[config.mk]
export PLATFORM = sky130hd
export DESIGN_NAME = conv_ctl
export DESIGN_NICKNAME = d
export VERILOG_FILES = /design/src/hw/conv_ctl_pkg.sv /design/src/hw/oversample_unit.sv /design/src/hw/conv_ctl.sv
export SDC_FILE = /design/constraint.sdc
export NUM_CORES = 1
export LEC_CHECK = 0
export ABC_AREA = 1
export BUFFER_PORTS_ARGS = -buffer_cell sky130_fd_sc_hd__buf_2
export CORE_MARGIN = 3
export CORE_UTILIZATION = 40
export DETAILED_ROUTE_END_ITERATION = 8
export PLACE_DENSITY = 0.62
export SYNTH_ARGS = -nofsm -noshare
export SYNTH_HDL_FRONTEND = slang
export SYNTH_SLANG_ARGS = --single-unit
[constraint.sdc]
create_clock -name clk -period 12.58 [get_ports clk]
set_input_delay 0 -clock clk [delete_from_list [all_inputs] [get_ports clk]]
set_output_delay 0 -clock clk [all_outputs]
set_load 0.02 [all_outputs]
[src/hw/conv_ctl_pkg.sv]
// Constants, register map and field layout of the converter control block.
// Assumes a single 20 MHz clock and a simple strobe register port.
// Operation
// - Each group picks one of seven trigger events, or code 111 its software start.
// - Conversions start on a rising edge of the chosen trigger, never its level.
// - With DMA enabled, every stored regular result raises a DMA request.
// - Sensor-reference enable turns on channels 16, 17; clearing powers sensor down.
// - Battery enable turns on channel 18 and its divide-by-two bridge.
// - Converter-on rewrite or trigger starts the configured sequence, sensor included.
// - Interrupt on regular/inserted end or watchdog, each with own enable.
// - Two-bit resolution field selects 12, 10, 8 or 6 result bits.
// - Conversion takes 12.5/10.5/8.5/6.5 clocks after sampling; totals 14/12/10/8.
// - Oversampling accumulates N conversions, N from 2 to 256 by powers of two.
// - The oversampled sum shifts right by 0 to 8 bits.
// - Twenty-bit accumulator; shifted result rounded, low 16 bits stored.
// - Bits above 16 after shifting are dropped without saturation.
// - Same sample time throughout; one result every N conversions.
// - Oversampling works with both groups, all triggers and all modes.
// - Status bits 31:5 are reserved and read as zero.
// - End-of-conversion flag set by hardware, cleared by writing 0 or result read.
package conv_ctl_pkg;
  // ****************
  // Register map
  // ****************
  localparam logic [7:0] STATUS_ADDR      = 8'h00;
  localparam logic [7:0] CTRL_ZERO_ADDR   = 8'h04;
  localparam logic [7:0] CTRL_ONE_ADDR    = 8'h08;
  localparam logic [7:0] OVS_CTRL_ADDR    = 8'h0c;
  localparam logic [7:0] REG_RESULT_ADDR  = 8'h10;
  localparam logic [7:0] INS_RESULT_ADDR  = 8'h14;
  localparam logic [31:0] STATUS_RESET    = 32'h0000_0000;

  // Status bits
  localparam int ST_WATCHDOG   = 0;
  localparam int ST_END_CONV   = 1;
  localparam int ST_END_INS    = 2;
  localparam int ST_START_INS  = 3;
  localparam int ST_START_REG  = 4;
  localparam int ST_WIDTH      = 5;

  // Control zero: interrupt enables and resolution
  localparam int C0_END_CONV_IE = 5;
  localparam int C0_WATCHDOG_IE = 6;
  localparam int C0_END_INS_IE  = 7;
  localparam int C0_RES_LO      = 24;

  // Control one
  localparam int C1_CONV_ON     = 0;
  localparam int C1_DMA         = 8;
  localparam int C1_INS_SEL_LO  = 12;
  localparam int C1_INS_EXT_EN  = 15;
  localparam int C1_REG_SEL_LO  = 17;
  localparam int C1_REG_EXT_EN  = 20;
  localparam int C1_INS_SW      = 21;
  localparam int C1_REG_SW      = 22;
  localparam int C1_SENSOR_EN   = 23;
  localparam int C1_BATTERY_EN  = 24;

  // Oversample control
  localparam int OV_ENABLE      = 0;
  localparam int OV_RATIO_LO    = 2;
  localparam int OV_SHIFT_LO    = 5;

  localparam logic [2:0] TRIG_SOFTWARE = 3'h7;
  localparam int TRIG_EVENTS  = 7;
  localparam int ACC_WIDTH    = 20;
  localparam int DATA_WIDTH   = 16;
  localparam int SAMPLE_BITS  = 12;
  localparam logic [3:0] SHIFT_MAX = 4'h8;

  // Conversion timing in clocks: sample 1.5 plus convert, whole cycles
  localparam logic [3:0] TOTAL_12 = 4'he;
  localparam logic [3:0] TOTAL_10 = 4'hc;
  localparam logic [3:0] TOTAL_8  = 4'ha;
  localparam logic [3:0] TOTAL_6  = 4'h8;

  typedef enum logic [1:0] {RES_12, RES_10, RES_8, RES_6} resolution_t;
endpackage

[src/hw/oversample_unit.sv]
// Oversampling accumulator with shift, rounding and 16-bit truncation.
// Assumes one sample_valid pulse per finished conversion, same clock.
module oversample_unit
  import conv_ctl_pkg::*;
(
  input  wire logic                   clk,          // Clock
  input  wire logic                   rst,          // Async reset
  input  wire logic                   enable,       // Oversampling on
  input  wire logic [2:0]             ratio,        // N = 2 << ratio
  input  wire logic [3:0]             shift,        // Right shift 0..8
  input  wire logic                   sample_valid, // Conversion done
  input  wire logic [SAMPLE_BITS-1:0] sample,       // Raw result
  output logic                        out_valid,    // Result pulse
  output logic [DATA_WIDTH-1:0]       out_data      // Result
);
  logic [ACC_WIDTH-1:0] acc_reg;
  logic [8:0]           count_reg;
  logic [ACC_WIDTH-1:0] sum;
  logic [ACC_WIDTH:0]   rounded;
  logic [8:0]           target;
  logic [3:0]           sh;

  always_comb begin
    sum     = acc_reg + ACC_WIDTH'(sample);
    sh      = (shift > SHIFT_MAX) ? SHIFT_MAX : shift;
    rounded = (sh == 4'h0) ? {1'b0, sum}
            : ({1'b0, sum} + ((ACC_WIDTH + 1)'(1) << (sh - 4'h1))) >> sh;
    target  = 9'(9'h2 << ratio);
  end

  // ****************
  // Accumulate
  // ****************
  always_ff @(posedge clk or posedge rst) begin
    if (rst) begin
      acc_reg   <= '0;
      count_reg <= '0;
      out_valid <= 1'b0;
      out_data  <= '0;
    end else begin
      out_valid <= 1'b0;
      if (!enable) begin
        acc_reg   <= '0;
        count_reg <= '0;
        if (sample_valid) begin
          out_valid <= 1'b1;
          out_data  <= DATA_WIDTH'(sample);
        end
      end else if (sample_valid) begin
        if (count_reg + 9'h1 == target) begin
          out_valid <= 1'b1;
          out_data  <= rounded[DATA_WIDTH-1:0];
          acc_reg   <= '0;
          count_reg <= '0;
        end else begin
          acc_reg   <= sum;
          count_reg <= count_reg + 9'h1;
        end
      end
    end
  end
endmodule

[src/hw/conv_ctl.sv]
// Converter control: triggers, timing, oversampling, flags, DMA, interrupts.
// Assumes the analog core returns a result when conv_done pulses; same clock.
//
// Implementation choice: the strobed register port.
module conv_ctl
  import conv_ctl_pkg::*;
(
  input  wire logic                   clk,             // 20 MHz clock
  input  wire logic                   rst,             // Async reset
  input  wire logic [7:0]             addr,            // Register address
  input  wire logic [31:0]            wdata,           // Write data
  input  wire logic                   wr,              // Write strobe
  input  wire logic                   rd,              // Read strobe
  output logic      [31:0]            rdata,           // Read data
  input  wire logic [6:0]             regular_events,  // Regular trigger pins
  input  wire logic [6:0]             inserted_events, // Inserted trigger pins
  input  wire logic [SAMPLE_BITS-1:0] analog_result,   // Raw core result
  input  wire logic                   watchdog_hit,    // Watchdog compare event
  output logic                        sample_start,    // Core starts sampling
  output logic                        conv_done,       // Core result valid
  output logic [1:0]                  resolution_out,  // Core resolution
  output logic                        temperature_on,  // Sensor powered
  output logic                        reference_on,    // Reference channel on
  output logic                        battery_on,      // Battery bridge on
  output logic                        dma_request,     // DMA request pulse
  output logic                        irq              // Interrupt level
);
  logic [ST_WIDTH-1:0] status_reg;
  logic [31:0]         ctrl_zero_reg;
  logic [31:0]         ctrl_one_reg;
  logic [31:0]         ovs_ctrl_reg;
  logic [15:0]         reg_result_reg;
  logic [15:0]         ins_result_reg;
  logic [6:0]          reg_sync1_reg;
  logic [6:0]          reg_sync2_reg;
  logic [6:0]          reg_prev_reg;
  logic [6:0]          ins_sync1_reg;
  logic [6:0]          ins_sync2_reg;
  logic [6:0]          ins_prev_reg;
  logic [1:0]          wd_sync_reg;
  logic                wd_prev_reg;
  logic [3:0]          cycle_reg;
  logic                busy_reg;
  logic                inserted_reg;
  logic [SAMPLE_BITS-1:0] raw_sample;

  typedef enum logic [1:0] {IDLE, CONVERT} phase_t;
  phase_t phase_reg;

  // ****************
  // Decode
  // ****************
  logic       wr_status, wr_one, rd_result, on_rewrite;
  logic [2:0] reg_sel, ins_sel;
  logic       reg_edge, ins_edge, wd_edge;
  logic       reg_trig, ins_trig, start;
  logic       ovs_valid;
  logic [15:0] ovs_data;
  logic [3:0] total;

  always_comb begin
    wr_status  = wr && (addr == STATUS_ADDR);
    wr_one     = wr && (addr == CTRL_ONE_ADDR);
    rd_result  = rd && (addr == REG_RESULT_ADDR);
    reg_sel    = ctrl_one_reg[C1_REG_SEL_LO +: 3];
    ins_sel    = ctrl_one_reg[C1_INS_SEL_LO +: 3];
    // Converter-on rewritten while already on starts a regular sequence
    on_rewrite = wr_one && ctrl_one_reg[C1_CONV_ON] && wdata[C1_CONV_ON]
               && (wdata[31:1] == ctrl_one_reg[31:1]);
    reg_edge = 1'b0;
    ins_edge = 1'b0;
    if (reg_sel != TRIG_SOFTWARE)
      reg_edge = reg_sync2_reg[reg_sel] && !reg_prev_reg[reg_sel];
    if (ins_sel != TRIG_SOFTWARE)
      ins_edge = ins_sync2_reg[ins_sel] && !ins_prev_reg[ins_sel];
    wd_edge  = wd_sync_reg[1] && !wd_prev_reg;
    reg_trig = ctrl_one_reg[C1_CONV_ON] && (on_rewrite
             || (reg_sel == TRIG_SOFTWARE && ctrl_one_reg[C1_REG_SW])
             || (ctrl_one_reg[C1_REG_EXT_EN] && reg_edge));
    ins_trig = ctrl_one_reg[C1_CONV_ON] && (
               (ins_sel == TRIG_SOFTWARE && ctrl_one_reg[C1_INS_SW])
             || (ctrl_one_reg[C1_INS_EXT_EN] && ins_edge));
    start    = !busy_reg && (reg_trig || ins_trig);
    case (resolution_t'(ctrl_zero_reg[C0_RES_LO +: 2]))
      RES_12:  total = TOTAL_12;
      RES_10:  total = TOTAL_10;
      RES_8:   total = TOTAL_8;
      RES_6:   total = TOTAL_6;
      default: total = TOTAL_12;
    endcase
  end

  // ****************
  // Pin synchronisers
  // ****************
  always_ff @(posedge clk or posedge rst) begin
    if (rst) begin
      reg_sync1_reg <= '0;
      reg_sync2_reg <= '0;
      reg_prev_reg  <= '0;
      ins_sync1_reg <= '0;
      ins_sync2_reg <= '0;
      ins_prev_reg  <= '0;
      wd_sync_reg   <= '0;
      wd_prev_reg   <= 1'b0;
    end else begin
      reg_sync1_reg <= regular_events;
      reg_sync2_reg <= reg_sync1_reg;
      reg_prev_reg  <= reg_sync2_reg;
      ins_sync1_reg <= inserted_events;
      ins_sync2_reg <= ins_sync1_reg;
      ins_prev_reg  <= ins_sync2_reg;
      wd_sync_reg   <= {wd_sync_reg[0], watchdog_hit};
      wd_prev_reg   <= wd_sync_reg[1];
    end
  end

  // ****************
  // Conversion timing
  // ****************
  always_ff @(posedge clk or posedge rst) begin
    if (rst) begin
      phase_reg    <= IDLE;
      cycle_reg    <= '0;
      inserted_reg <= 1'b0;
      sample_start <= 1'b0;
      conv_done    <= 1'b0;
      busy_reg     <= 1'b0;
    end else begin
      sample_start <= 1'b0;
      conv_done    <= 1'b0;
      case (phase_reg)
        IDLE: begin
          if (start) begin
            phase_reg    <= CONVERT;
            inserted_reg <= ins_trig; // Inserted wins a tie
            cycle_reg    <= total;
            sample_start <= 1'b1;
            busy_reg     <= 1'b1;
          end
        end
        CONVERT: begin
          if (cycle_reg == 4'h1) begin
            phase_reg <= IDLE;
            conv_done <= 1'b1;
            busy_reg  <= 1'b0;
          end
          cycle_reg <= cycle_reg - 4'h1;
        end
        default: phase_reg <= IDLE;
      endcase
    end
  end

  always_comb raw_sample = analog_result;

  oversample_unit u_ovs (
    .clk          (clk),
    .rst          (rst),
    .enable       (ovs_ctrl_reg[OV_ENABLE]),
    .ratio        (ovs_ctrl_reg[OV_RATIO_LO +: 3]),
    .shift        (ovs_ctrl_reg[OV_SHIFT_LO +: 4]),
    .sample_valid (conv_done),
    .sample       (raw_sample),
    .out_valid    (ovs_valid),
    .out_data     (ovs_data)
  );

  // ****************
  // Registers
  // ****************
  always_ff @(posedge clk or posedge rst) begin
    if (rst) begin
      ctrl_zero_reg <= '0;
      ovs_ctrl_reg  <= '0;
    end else if (wr) begin
      if (addr == CTRL_ZERO_ADDR)
        ctrl_zero_reg <= wdata;
      if (addr == OVS_CTRL_ADDR && !ctrl_one_reg[C1_CONV_ON])
        ovs_ctrl_reg <= wdata;
    end
  end

  always_ff @(posedge clk or posedge rst) begin
    if (rst) begin
      ctrl_one_reg <= '0;
    end else begin
      if (wr_one)
        ctrl_one_reg <= wdata;
      // Software starts clear once the conversion launches
      if (start && !ins_trig)
        ctrl_one_reg[C1_REG_SW] <= 1'b0;
      if (start && ins_trig)
        ctrl_one_reg[C1_INS_SW] <= 1'b0;
    end
  end

  // Status: hardware set beats software clear
  always_ff @(posedge clk or posedge rst) begin
    if (rst) begin
      status_reg <= STATUS_RESET[ST_WIDTH-1:0];
    end else begin
      logic [ST_WIDTH-1:0] set_bits;
      logic [ST_WIDTH-1:0] next;
      set_bits = '0;
      set_bits[ST_START_REG] = start && !ins_trig;
      set_bits[ST_START_INS] = start && ins_trig;
      set_bits[ST_END_CONV]  = ovs_valid;
      set_bits[ST_END_INS]   = ovs_valid && inserted_reg;
      set_bits[ST_WATCHDOG]  = wd_edge;
      next = status_reg;
      if (wr_status)
        next = status_reg & wdata[ST_WIDTH-1:0];
      if (rd_result)
        next[ST_END_CONV] = 1'b0;
      status_reg <= next | set_bits;
    end
  end

  always_ff @(posedge clk or posedge rst) begin
    if (rst) begin
      reg_result_reg <= '0;
      ins_result_reg <= '0;
      dma_request    <= 1'b0;
    end else begin
      dma_request <= 1'b0;
      if (ovs_valid && !inserted_reg) begin
        reg_result_reg <= ovs_data;
        dma_request    <= ctrl_one_reg[C1_DMA];
      end
      if (ovs_valid && inserted_reg)
        ins_result_reg <= ovs_data;
    end
  end

  // ****************
  // Outputs and read
  // ****************
  always_ff @(posedge clk or posedge rst) begin
    if (rst) begin
      resolution_out <= '0;
      temperature_on <= 1'b0;
      reference_on   <= 1'b0;
      battery_on     <= 1'b0;
      irq            <= 1'b0;
    end else begin
      resolution_out <= ctrl_zero_reg[C0_RES_LO +: 2];
      temperature_on <= ctrl_one_reg[C1_SENSOR_EN];
      reference_on   <= ctrl_one_reg[C1_SENSOR_EN];
      battery_on     <= ctrl_one_reg[C1_BATTERY_EN];
      irq <= (status_reg[ST_END_CONV] && ctrl_zero_reg[C0_END_CONV_IE])
          || (status_reg[ST_END_INS]  && ctrl_zero_reg[C0_END_INS_IE])
          || (status_reg[ST_WATCHDOG] && ctrl_zero_reg[C0_WATCHDOG_IE]);
    end
  end

  always_ff @(posedge clk or posedge rst) begin
    if (rst) begin
      rdata <= '0;
    end else begin
      rdata <= '0;
      if (rd) begin
        case (addr)
          STATUS_ADDR:     rdata <= {27'h0, status_reg};
          CTRL_ZERO_ADDR:  rdata <= ctrl_zero_reg;
          CTRL_ONE_ADDR:   rdata <= ctrl_one_reg;
          OVS_CTRL_ADDR:   rdata <= ovs_ctrl_reg;
          REG_RESULT_ADDR: rdata <= {16'h0, reg_result_reg};
          INS_RESULT_ADDR: rdata <= {16'h0, ins_result_reg};
          default:         rdata <= '0;
        endcase
      end
    end
  end
endmodule

==> summary.txt, run 1 <==
outcome - complete, no violations
Yosys top cell area share - 48.9%
H-tree levels - 1
Post-Route Setup TNS - 0 ns
CP startpoint - ovs_ctrl_reg[8]
die extent in x - 192 um
CP Data Required Time - 13.03 ns
DR iter-0 viols - 991
Worst-Margin Slew - 1.02 ns
worst-skew pair later-pin latency - 0.56 ns
cell taking the most area after synthesis - dfrtp_1
cell family with most CP delay - simple AND/OR/NAND/NOR gates
maxcap violations - 0
IO Pins - 112
clk slew on worst S/H paths - 0.06 ns
worst path bufs/invs - 2
share of cells above drive strength 1 - 11.8%
Reg2Reg Launch Point - ovs_ctrl_reg[8]
Core ar. - 0.0338 mm^2
Synth area leaders - dfrtp_1 49%, nand2_1 12%, o21ai_0 6.9%, nand3_1 5.5%, inv_1 4.9%
DRT Pass-1 Iters - 5
Post-DP HPWL - 28600 um
effective utilization at floorplan - 40.9%
CTS root buf - clkbuf_16
number of port buffers - 111
Synth cell types - 51
Hold-fix buffers, CTS - 67
Setup Buffers After CTS - 0
Worst Path Max Fanout - 14
Max clock buf depth - 3
cts repair resizes - 0
Tot GR Track Use - 22.2%
critical path depth - 18
Max Clock Freq - 250 MHz
post-layout util - 48.7%
Rows - 67
Hold WC Path Type - in -> reg
hold path cells - 2
n_diodes - 0
register area share after synthesis - 48.9%
flops & latches, synth - 270
Leakage - 8.10 nW
total grt overflow - 0
count leader, synth - nand2_1
Reg2Reg Depth - 18
initial antenna violation count - 0
Worst path slowest cell - dfrtp_1
CTS Sinks - 270
Final min period - 4.01 ns
Most used DFF post-synth - dfrtp_1
Hold Violations, Final - 0
VDD IR-drop max - 0.0000892 V
Final Setup Violations - 0
Pwr Density - 132 mW/mm^2
RSZ-0062 raised after global routing - false
wire per inst - 17.4 um
Critical Path AT - 4.45 ns
Worst setup EP type - flop
syn avg cell area - 8.14 um^2
CTS Buf Count - 29
Yosys warnings - 0
Final nets - 1964
Post-Route WL - 40500 um
category of the most critical setup path - reg -> reg
Slew Limit Fails - 0
Die ar. - 0.0368 mm^2
number of synthesized flops with an enable pin - 0
Avg Vias per Cell - 5.25
Worst path max stage delay - 0.75 ns
Die Y - 192 um
largest net degree at the start of global routing - 145
post-synthesis cell area - 0.0138 mm^2
CP startpoint kind - flop
worst hold start - regular_events[0]
vias in the first global route - 12000
total number of vias - 12200
Synth async-reset ratio - 100%
Synth top cells by count - 436 x nand2_1, 270 x dfrtp_1, 190 x o21ai_0
CTS tree - built
Slew HR - 31.6%
global-route wire length before repair - 65700 um
worst-case clock skew - 0.0354 ns
final antenna-violating net count - 0
area delta synth->final - 19.1%
routability congestion estimate - 0.990
crit-path cells - nor2_1 -> inv_1 -> nor2_1 -> inv_1 -> nor2_1 -> fa_1 -> nand3_1 -> nand2_1 -> nand2_1 -> nand3_1 -> xor2_1 -> or2_2 -> o21ai_0 -> nand2_1 -> o21ai_0 -> o22ai_1 -> o21ai_0 -> a21oi_2
DR DRC count - 0
Final Cycle Share - 31.8%
cell count after synthesis - 1695
## worst reg2reg max path, delay by kind of cell, from the launching register on
| family | cells | cell delay (ns) |
|---|---|---|
| simple gates | 9 | 1.17 |
| compound gates | 5 | 0.77 |
| xor+xnor | 1 | 0.17 |
| fa+ha+maj | 1 | 0.47 |
| flops | 1 | 0.75 |
| buf+inv | 2 | 0.58 |
## final cells by class
cell class / count / area (um^2)
Fill cell: 3208 / 17300
Sequential cell: 270 / 6760
Timing Repair Buffer: 193 / 1340
Clock buffer: 39 / 813
Tap cell: 448 / 561
Multi-Input combinational cell: 1174 / 6090
Inverter: 191 / 727
Clock inverter: 13 / 150
## cells by family after synthesis
kind of cell	Yosys count	share of synthesized area, %
compound gates	341	14.1
mux	1	0.0725
other cells	1	0.0272
flops	270	48.9
fa+ha+maj	34	3.19
buf+inv	257	7.25
simple gates	737	23.0
xor+xnor	54	3.43
## worst paths after layout
kind / endpoint / slack (ns)
setup / recovery: u_ovs.out_data[2] / 8.57
hold / removal: reg_sync1_reg[0] / 0.07
setup reg to reg: u_ovs.out_data[2] / 8.57
hold reg to reg: wd_sync_reg[1] / 0.35
max in group asynchronous: ins_sync1_reg[4] / 10.76
min in group asynchronous: cycle_reg[0] / 0.18
## layout by cell type (no fill, tap or decap), types with 4 or more instances in the layout
| master | netlist | layout |
|---|---|---|
| o21ai_1 | 4 | 4 |
| nor3_1 | 15 | 14 |
| nor4_1 | 5 | 5 |
| buf_2 | 6 | 111 |
| nand2_2 | 3 | 4 |
| a21oi_2 | 4 | 4 |
| a31oi_1 | 13 | 13 |
| o21ai_0 | 190 | 190 |
| ha_1 | 32 | 32 |
| nand3b_1 | 5 | 5 |
| dlygate4sd3_1 | 0 | 67 |
| clkbuf_1 | 55 | 5 |
| a21oi_1 | 58 | 58 |
| conb_1 | 1 | 7 |
| inv_2 | 8 | 8 |
| nand4_1 | 18 | 18 |
| a22oi_1 | 9 | 9 |
| buf_4 | 1 | 15 |
| nand3_2 | 4 | 5 |
| xnor2_1 | 13 | 13 |
| o22ai_1 | 13 | 13 |
| xor2_1 | 41 | 41 |
| clkbuf_8 | 0 | 5 |
| a41oi_1 | 4 | 4 |
| clkbuf_16 | 0 | 29 |
| or2_2 | 8 | 8 |
| dfrtp_1 | 270 | 270 |
| nand2_1 | 436 | 435 |
| nor2_2 | 4 | 6 |
| inv_1 | 182 | 181 |
| o211ai_1 | 14 | 14 |
| o221ai_1 | 4 | 4 |
| nand3_1 | 152 | 151 |
| nor2_1 | 76 | 74 |
| a221oi_1 | 13 | 13 |
| o21bai_1 | 4 | 4 |
| clkinv_2 | 0 | 4 |
## stage by stage
step | cells | hold slack, ns | power [mW] | area [um^2] | setup slack, ns
finish | 2328 | 0.0722 | 2.18 | 16400 | 8.57
CTS | 2328 | 0.0513 | 2.19 | 16400 | 8.60
detailed placement | 2209 | 0.110 | 1.32 | 14800 | 8.59
global placement | 2209 | 0.109 | 1.31 | 14800 | 8.50
global route | 2328 | 0.0702 | 2.29 | 16400 | 8.12
floorplan | 1701 | 0.0314 | 1.22 | 13800 | 5.14
## metal layers
layer  track usage [%]  wire [um]  part of all wire (%)  vias up
li1                  -          -                     -     5928
met1              31.9      18900                    47     5845
met2              35.6      18400                    45      374
met3              2.35       2070                   5.1       66
met4              6.52       1120                   2.8        0
met5                 0          0                     0        -
## power breakdown
part,switching (mW),total [mW],internal [mW]
clock network,0.358,0.856,0.498
logic,0.183,0.289,0.107
registers,0.0621,1.03,0.970
Note: power is estimated with default switching activity, not from simulation.
==> inputs of run 2 (changes only) <==
==> constraint.sdc (replaced) <==
create_clock -name clk -period 4 [get_ports clk]
set_input_delay 0 -clock clk [delete_from_list [all_inputs] [get_ports clk]]
set_output_delay 0 -clock clk [all_outputs]
set_load 0.02 [all_outputs]
==> run 2 against run 1 <==
Net effect: critical path depth up 1; sequential cell count unchanged; sequential power rose to 3.2 times the previous value; die area unchanged; clock skew down 0.014 ns; utilization up 1.1 points; hold slack worse by 0.055 ns; via count up 1.0%.
==> summary.txt, run 2 (synthesis gave the netlist of run 1 again) <==
Core ar. - 0.0338 mm^2
CTS Buf Count - 30
Total Power - 7.02 mW
vias in the first global route - 11800
worst hold start - analog_result[8]
total grt overflow - 0
most frequent cells in the layout - 431 x nand2_1, 270 x dfrtp_1, 189 x o21ai_0
Pwr Density - 417 mW/mm^2
worst-case clock skew - 0.0217 ns
Post-Route WL - 39800 um
Max clock buf depth - 3
Max Clock Freq - 267 MHz
most common cell after layout, fill and taps aside - nand2_1
clk slew on worst S/H paths - 0.06 ns
Die ar. - 0.0368 mm^2
post-layout util - 49.8%
CTS Sinks - 270
Final Cycle Share - 93.8%
critical path depth - 19
DR DRC count - 0
CP startpoint - u_ovs.acc_reg[2]
number of port buffers - 111
CTS root buf - clkbuf_16
Worst path slowest cell - xor2_1
r2r setup slk - 0.25 ns
total number of vias - 12300
Slew Limit Fails - 0
CP Data Required Time - 4.45 ns
Worst R2R End - u_ovs.out_data[4]
share of cells above drive strength 1 - 13.5%
maxcap violations - 0
Critical Path AT - 4.20 ns
H-tree levels - 1
Worst Path Max Fanout - 5
Final nets - 1984
CP startpoint kind - flop
Post-DP HPWL - 28000 um
global-route wire length before repair - 63600 um
cell family with most CP delay - simple AND/OR/NAND/NOR gates
outcome - complete, no violations
wire per inst - 16.9 um
Final Setup Violations - 0
Hold Path Sink - u_ovs.out_data[8]
Leakage - 8.25 nW
Worst path max stage delay - 0.41 ns
number of instances in the placed design - 2222
Hold Violations, Final - 0
largest net degree at the start of global routing - 149
category of the most critical setup path - reg -> reg
DR iter-0 viols - 907
Tot GR Track Use - 21.5%
Placement Setup Slack - 0.197 ns
Reg2Reg Launch Point - u_ovs.acc_reg[2]
Worst-Margin Slew - 1.11 ns
CTS tree - built
VDD IR-drop max - 0.000440 V
DRT Pass-1 Iters - 5
Most common cell on crit path - nand2_1
initial antenna violation count - 1
crit-path cells - ha_1 -> inv_1 -> nor2_1 -> nand2_1 -> nand3_1 -> xor2_1 -> ha_1 -> a21oi_1 -> or2_2 -> nand3_1 -> xor2_1 -> or2_2 -> o21ai_0 -> or2_2 -> nand2_1 -> nand2_1 -> nand2_1 -> o21bai_1 -> a21oi_1
Rows - 67
Worst setup EP type - flop
final antenna-violating net count - 0
Hold WC Path Type - in -> reg
die extent in x - 192 um
routability congestion estimate - 0.935
n_diodes - 0
setup ws final - 0.248 ns
Final min period - 3.75 ns
Reg2Reg Depth - 19
IO Pins - 112
worst path bufs/invs - 1
hold path cells - 5
effective utilization at floorplan - 40.9%
non-filler instance count after layout - 2351
worst-skew pair later-pin latency - 0.58 ns
Die Y - 192 um
Avg Vias per Cell - 5.25
area delta synth->final - 21.9%
Slew HR - 26.0%
## run 2: changes by cell type in the layout (fill, tap and decap cells not counted), sizes merged
cell / previous run / this run
buf: 126 / 141
bufinv: 2 / 3
clkbuf: 39 / 41
clkinv: 6 / 9
clkinvlp: 2 / 3
dlygate4sd3: 67 / 71
inv: 194 / 191
## run 2: how the worst max path moves through the flow
| stage | to |
|---|---|
| floorplan | battery_on |
| global placement | u_ovs.out_data[13] |
| detailed placement | u_ovs.out_data[4] |
| CTS | u_ovs.out_data[4] |
| global route | u_ovs.out_data[13] |
| finish | u_ovs.out_data[4] |
## run 2: layout make-up
type                            count  area [um^2]
Timing Repair Buffer              212         1530
Fill cell                        3218        17000
Multi-Input combinational cell   1174         6220
Tap cell                          448          561
Clock inverter                     15          198
Inverter                          191          723
Sequential cell                   270         6760
Clock buffer                       41          842
## run 2: per-layer routing
layer | part of all wire (%) | global-route usage [%]
met5 | 0.043 | 0
met2 | 46 | 35.1
met1 | 45 | 29.9
met4 | 2.5 | 5.62
met3 | 6.8 | 3.30
## run 2: through the flow
| stage | setup TNS, ns | hold WS (ns) | cell area (um^2) |
|---|---|---|---|
| 6_report | 0 | 0.0175 | 16800 |
| 5_1_grt | -0.00630 | 0.00283 | 16800 |
| 4_1_cts | 0 | 0.00117 | 16700 |
| 3_5_place_dp | 0 | 0.111 | 14900 |
| 3_3_place_gp | 0 | 0.109 | 14900 |
| 2_1_floorplan | 0 | 0.0314 | 13800 |
## run 2: report_power, final
group          total, mW  internal, mW  switching (mW)
logic              0.928         0.351           0.577
registers           3.25          3.05           0.201
clock network       2.84          1.68            1.16
## run 2: repair_timing
item / CTS / global route
endpoints found under the setup margin: 0 / 14
resized for setup: 0 / 18
hold endpoints to repair: 418 / 0
hold buffers: 71 / 0
buffers inserted: 0 / 2
## run 2: worst register-to-register path, delay by kind of cell (launching register included)
family | cells | cell delay (ns)
DFF | 1 | 0.38
xor gates and xnor gates | 2 | 0.58
adders and majority gates | 2 | 0.71
AOI/OAI and AO/OA | 4 | 0.66
buffers and inverters | 1 | 0.05
and+or+nand+nor | 10 | 1.28
